===== src/inc/irq_latch_pkg.sv =====
// constants for the interrupt latch and enable unit
//------------------------------------------------------------
// Function
//------------------------------------------------------------
package irq_latch_pkg;
  localparam int          NUM_SRC        = 16;
  localparam logic [7:0]  ADDR_EN_LO     = 8'h3A;
  localparam logic [7:0]  ADDR_EN_HI     = 8'h3B;
  localparam logic [7:0]  ADDR_PEND_LO   = 8'h3C;
  localparam logic [7:0]  ADDR_PEND_HI   = 8'h3D;
  localparam int          BIT_MASTER     = 0;
  localparam int          BIT_TRAP       = 2;
  localparam int          BIT_WDOG       = 3;
  localparam int          FIRST_MASKABLE = 4;
  localparam logic [15:0] PEND_IMPL      = 16'hFFFC;
  localparam logic [15:0] EN_IMPL        = 16'hFFF0;
  localparam logic [15:0] NMI_MASK       = 16'h000C;
  localparam logic [15:0] RESET_WORD     = 16'h0000;
  localparam logic [3:0]  NO_SRC         = 4'h0;
endpackage


===== src/inc/irq_req_if.sv =====
// request/acceptance group between the latch unit and its arbiter
`timescale 1ns/100ps
`default_nettype none
interface irq_req_if;
  logic [15:0] pend;    // pending latches
  logic [15:0] enMask;  // combined enables per source
  logic        request; // some source acceptable
  logic [3:0]  srcIdx;  // chosen source number
  modport unit (output pend, output enMask, input request, input srcIdx);
  modport arb  (input pend, input enMask, output request, output srcIdx);
endinterface
`default_nettype wire


===== src/rtl/irq_pick.sv =====
// fixed priority picker: lowest numbered acceptable source wins
`timescale 1ns/100ps
`default_nettype none
module irq_pick (
  irq_req_if.arb bus
);
  //------------------------------------------------------------
  // selection
  //------------------------------------------------------------
  wire [15:0] ready = bus.pend & bus.enMask;

  // scan from the top so the lowest index is kept last
  always_comb begin
    bus.srcIdx = irq_latch_pkg::NO_SRC;
    for (int i = irq_latch_pkg::NUM_SRC - 1; i >= 0; i--) begin
      if (ready[i]) begin
        bus.srcIdx = 4'(i);
      end
    end
  end

  assign bus.request = |ready;
endmodule // irq_pick
`default_nettype wire


===== src/rtl/interrupt_latch_enable_unit.sv =====
// pending latches, enable register and master flag for the cpu core
`timescale 1ns/100ps
`default_nettype none
module interrupt_latch_enable_unit #(
  parameter int NUM_SRC = irq_latch_pkg::NUM_SRC
) (
  input  wire logic        clk_sys,
  input  wire logic        resetn,
  input  wire logic [15:0] srcReq,      // one-cycle source request pulses
  input  wire logic [7:0]  sfrAddr,
  input  wire logic        sfrWr,
  input  wire logic        sfrRd,
  input  wire logic [7:0]  sfrWdata,
  input  wire logic        accept,      // cpu takes irqSrc
  input  wire logic        retInstr,    // either return instruction
  input  wire logic        retImf,      // master flag popped from stack
  input  wire logic        eiInstr,
  input  wire logic        diInstr,
  output logic      [7:0]  sfrRdata,
  output logic             irqReq,
  output logic      [3:0]  irqSrc,
  output logic             savedImf     // master flag to push
);
  //------------------------------------------------------------
  // state
  //------------------------------------------------------------
  logic [15:0] pend_ff;
  logic [15:0] en_ff;
  logic [7:0]  sfrRdata_ff;
  logic        irqReq_ff;
  logic [3:0]  irqSrc_ff;
  logic        savedImf_ff;

  irq_req_if link ();

  irq_pick u_pick (
    .bus (link)
  );

  //------------------------------------------------------------
  // helpers
  //------------------------------------------------------------
  // one address compare, shared by write decode and read select
  function automatic logic hitAddr(input logic [7:0] a,
                                   input logic [7:0] want);
    return a == want;
  endfunction

  //------------------------------------------------------------
  // decode
  //------------------------------------------------------------
  // address hits, used by both the stores and the read select
  wire hitEnLo   = hitAddr(sfrAddr, irq_latch_pkg::ADDR_EN_LO);
  wire hitEnHi   = hitAddr(sfrAddr, irq_latch_pkg::ADDR_EN_HI);
  wire hitPendLo = hitAddr(sfrAddr, irq_latch_pkg::ADDR_PEND_LO);
  wire hitPendHi = hitAddr(sfrAddr, irq_latch_pkg::ADDR_PEND_HI);

  // store strobes per byte
  wire wrEnLo   = sfrWr && hitEnLo;
  wire wrEnHi   = sfrWr && hitEnHi;
  wire wrPendLo = sfrWr && hitPendLo;
  wire wrPendHi = sfrWr && hitPendHi;

  // zero bits of a store clear; ones keep the latch untouched
  wire [15:0] wrClr = ~{wrPendHi ? sfrWdata : 8'hFF,
                        wrPendLo ? sfrWdata : 8'hFF};
  wire [15:0] accClr = accept ? (16'h0001 << irqSrc_ff) : 16'h0000;
  wire [15:0] setReq = srcReq & irq_latch_pkg::PEND_IMPL;

  // a request in the clearing cycle wins over the clear
  wire [15:0] nxt_pend = ((pend_ff & ~wrClr & ~accClr) | setReq)
                         & irq_latch_pkg::PEND_IMPL;

  wire        master_enable_flag = en_ff[irq_latch_pkg::BIT_MASTER];
  wire [15:0] nxt_enWr = {wrEnHi ? sfrWdata : en_ff[15:8],
                          wrEnLo ? sfrWdata : en_ff[7:0]};
  wire [15:0] enImpl = nxt_enWr & (irq_latch_pkg::EN_IMPL | 16'h0001);
  // acceptance clears, return restores, then instructions and stores
  wire nxt_imf = accept   ? 1'b0 :
                 retInstr ? retImf :
                 eiInstr  ? 1'b1 :
                 diInstr  ? 1'b0 :
                 enImpl[irq_latch_pkg::BIT_MASTER];
  wire [15:0] nxt_en = {enImpl[15:1], nxt_imf};

  // maskable needs master and own flag; nonmaskable always passes
  wire [15:0] maskOpen =
    {16{master_enable_flag}} & en_ff & irq_latch_pkg::EN_IMPL;
  assign link.enMask = irq_latch_pkg::NMI_MASK | maskOpen;
  assign link.pend = pend_ff;

  wire [7:0] nxt_rdata =
    hitEnLo   ? en_ff[7:0]    :
    hitEnHi   ? en_ff[15:8]   :
    hitPendLo ? pend_ff[7:0]  :
    hitPendHi ? pend_ff[15:8] : 8'h00;

  //------------------------------------------------------------
  // registers
  //------------------------------------------------------------
  // latches and enables, zero after reset
  always_ff @(posedge clk_sys) begin
    if (!resetn) begin
      pend_ff <= irq_latch_pkg::RESET_WORD;
      en_ff   <= irq_latch_pkg::RESET_WORD;
    end else begin
      pend_ff <= nxt_pend;
      en_ff   <= nxt_en;
    end
  end

  // outputs toward the cpu, one flop each
  always_ff @(posedge clk_sys) begin
    if (!resetn) begin
      sfrRdata_ff <= 8'h00;
      irqReq_ff   <= 1'b0;
      irqSrc_ff   <= irq_latch_pkg::NO_SRC;
      savedImf_ff <= 1'b0;
    end else begin
      sfrRdata_ff <= sfrRd ? nxt_rdata : 8'h00;
      irqReq_ff   <= link.request && !accept;
      irqSrc_ff   <= link.srcIdx;
      savedImf_ff <= master_enable_flag;
    end
  end

  assign sfrRdata = sfrRdata_ff;
  assign irqReq   = irqReq_ff;
  assign irqSrc   = irqSrc_ff;
  assign savedImf = savedImf_ff;
endmodule // interrupt_latch_enable_unit
`default_nettype wire


===== config.mk =====
export PLATFORM = sky130hd
export DESIGN_NAME = interrupt_latch_enable_unit
export DESIGN_NICKNAME = d
export VERILOG_FILES = /design/src/inc/irq_latch_pkg.sv /design/src/inc/irq_req_if.sv /design/src/rtl/irq_pick.sv /design/src/rtl/interrupt_latch_enable_unit.sv
export SDC_FILE = /design/constraint.sdc
export NUM_CORES = 1
export LEC_CHECK = 0
export BUFFER_PORTS_ARGS = -buffer_cell sky130_fd_sc_hd__buf_2
export CORE_MARGIN = 2
export CORE_UTILIZATION = 52
export DETAILED_ROUTE_END_ITERATION = 10
export GPL_ROUTABILITY_DRIVEN = 0
export PLACE_DENSITY_LB_ADDON = 0.2
export SLEW_MARGIN = 20
export SYNTH_ARGS = -nofsm -noshare
export SYNTH_HDL_FRONTEND = slang
export SYNTH_SLANG_ARGS = --single-unit

===== constraint.sdc =====
create_clock -name clk_sys -period 2 [get_ports clk_sys]
set_clock_uncertainty 0.1 [all_clocks]
set_input_delay 0.4 -clock clk_sys [delete_from_list [all_inputs] [get_ports clk_sys]]
set_output_delay 0.4 -clock clk_sys [all_outputs]
set_load 0.05 [all_outputs]

==> results.md <==
* Layout Nets at 330
* Post-Route Utilization at 65.74%
* DRT iter0 DRCs at approximately 140
* Unrepaired setup endpoints after global routing: no
* Input/output buffers at between 50 and 60
* WHS Endpoint: link.pend[7]$_SDFF_PN0_
* Wirelength per Cell at 16.07 µm
* Fin Setup TNS at 0 ps
* Initial antenna violation count at 0
* CP max FO at 11
* CP max stage delay at 570 ps
* Worst r2r dst: irqSrc[0]$_SDFF_PP0_
* Hold Crit Depth at 2
* Placed Area at 2360 µm²
* WS Path Type: reg -> out
* ANT cells at 0
* Final setup margin at ~300 ps
* # IOs at 55
* Post-Syn Instances at 237
* Pre-antenna DRT Iters at 4
* Worst reg2reg path startpoint: en_ff[0]$_SDFFE_PP0P_
* Post-cts resize count at 0
* Hold Buf Count CTS at 0
* Crit path required time at 1500 ps
* TritonCTS clock tree: done
* # clock sinks at 41
* Final period utilization at 84.98%
* TritonCTS buffer count at 5
* Max Transition Viols Final at 0
* Std cell rows at 22
* Hold WS at 211.1 ps
* CTS root buf: clkbuf_8
* Core area at 3744 µm²
* DR vias/cell at 5.935
* Async set or reset register ratio after synthesis at 0%
* Flops & latches, synth at 41
* Number of global-route vias before repair at 1911
* FF/Latch Area at 820.8 µm²
* Primary FF master, synth: dfxtp_1
* Post-synth EDFFs at 0
* Number of fillers in the final layout at 358
* Layout cells sized above 1 at 24.48%
* CP startpoint kind: flip-flop
* Clk_lat worst skew at 300 ps
* Fin. Hold Viols at 0
* Synthesized area at 2068 µm²
* Total gr overflow at 0
* Post-CTS Setup Bufs at 0
* Rel. slew slack at 59.80%
* Total GRT Usage at 26.51%
* Layout area overhead at 19.00%
* Synth cell types at 39
* Max cap viols at 0
* CP max stage cell: dfxtp_1
* Die W at 67.07 µm
* DIE AREA at 4498 µm²
* Synthesized area per cell at 8.727 µm²
* Worst r2r path cells at 3
* Maximum VDD drop at 0.0004950 V
* Area of the multi-input gates at around 1200 µm²
* Status: complete, no violations
* Pre-CTS setup slack at 135.1 ps
* Die Height at 67.07 µm
* Wirelength, routed at 5.433 mm
* Post-Layout Cell Count at 338
* Leakage at 1.032 nW
* Crit-path cells: buf_2
* Least-Margin Pin Slew at about 600 ps
* Clock slew at reported path FFs at 70 ps
* Hold Path Origin: srcReq[7]
* Post-DP HPWL at 3.944 mm
* Top Family by Delay on Critical Path: flip-flops
* R2R setup slack at 530 ps
* Total number of H-tree levels at 2
* Crit path DAT at 1200 ps
* Max Fclk at 0.5884 GHz
* Pwr/cell area at 677.5 nW/µm²
* Final ANT Viol Nets at 0
* Largest net degree at the start of global routing at 36
* Vias at 2006
* Inst Count DP at 330
* Syn_nets at 278
* Synthesis Warnings at 0
* Design area at 2461 µm²
* Residual DRC at 0
* Worst hold-check path type: in -> reg
* Final setup fails at 0
* Crit path buffers/inverters at 1
* Initial Utilization at around 55%
* Bufs on Longest Clock Path at 2
* First-pass GRT wire length at 8.845 mm
* Sequential area share after synthesis at 39.69%
* Power Total at 1.667 mW
* Min Tclk post-route at around 1700 ps
* CP Capture Type: output pin
cell usage after synthesis, types with 7 or more instances:
cell | n | share of area (%)
clkbuf_1 | 7 | 1.3
nand2_1 | 20 | 3.6
a21oi_1 | 18 | 4.4
mux2i_1 | 15 | 7.3
nand4_1 | 9 | 2.7
nor2b_1 | 7 | 2.1
dfxtp_1 | 41 | 40
o31a_1 | 7 | 3.0
a22oi_1 | 8 | 2.9
o21a_1 | 8 | 2.9
nor2_1 | 13 | 2.4
o21ai_0 | 13 | 3.1
nand2b_1 | 9 | 2.7
how the worst max path moves through the flow:
stage,from,endpoint,slack (ps),depth (start not counted)
5_1_grt,irqSrc[1]$_SDFF_PN0_,irqSrc[1],270,1
3_5_place_dp,sfrAddr[6],link.pend[6]$_SDFF_PN0_,140,5
4_1_cts,irqSrc[1]$_SDFF_PN0_,irqSrc[1],300,1
3_3_place_gp,sfrAddr[6],link.pend[7]$_SDFF_PN0_,150,5
2_1_floorplan,irqSrc[1]$_SDFF_PN0_,link.pend[7]$_SDFF_PN0_,310,4
6_report,irqSrc[1]$_SDFF_PN0_,irqSrc[1],300,1
cell type report:
| class | instances | share of cell area [%] |
|---|---|---|
| Timing Repair Buffer | 58 | 12.40 |
| Tap cell | 48 | 2.440 |
| Sequential cell | 41 | 33.35 |
| Multi-Input combinational cell | 178 | 46.92 |
| Clock inverter | 1 | 0.2034 |
| Inverter | 5 | 0.7626 |
| Clock buffer | 7 | 3.915 |
power breakdown:
part	internal (mW)	total (mW)	switching, mW	leakage, nW
Combinational	0.0895	0.194	0.104	0.642
Sequential	0.842	0.882	0.0403	0.336
Clock	0.312	0.591	0.280	0.0542
Total	1.24	1.67	0.424	1.03
placed cells by master (no fill, tap or decap), types with 4 or more instances in the layout:
cell      count
buf_2        52
dfxtp_1      41
nand2_1      20
a21oi_1      18
mux2i_1      15
nor2_1       13
o21ai_0      13
nand4_1       9
nand2b_1      9
a22oi_1       8
o21a_1        8
nor2b_1       7
o31a_1        7
clkbuf_8      7
o21ai_1       6
buf_4         6
a22o_1        5
inv_1         5
a21boi_0      5
o22a_1        4
nor3_1        4
flip-flops by register name, summed over array words and instances (netlist names):
signal	flops
savedImf	1
en_ff	13
link.pend	14
sfrRdata	8
irqReq	1
irqSrc	4
per-layer routing:
layer,GRT usage [%],wire (µm),vias to the layer above
met1,34.07,2355,910
met3,6.419,461,12
met2,41.83,2524,102
li1,-,-,982
met5,0,0,-
met4,11.73,92,0
worst register-to-register path, delay by kind of cell, from the launching register on:
| family | cells | cell delay, ps |
|---|---|---|
| and+or+nand+nor | 1 | 90 |
| AOI/OAI and AO/OA | 2 | 610 |
| DFF | 1 | 570 |
cell families after synthesis:
logic type             Yosys count  share of synthesized area (%)
multiplexers                    15                          7.259
AND/OR/NAND/NOR                 77                          20.45
AO/OA/AOI/OAI                   86                          28.13
flip-flops                      41                          39.69
buffers and inverters           18                          4.477
No activity file was read; power rests on OpenSTA's default activity.
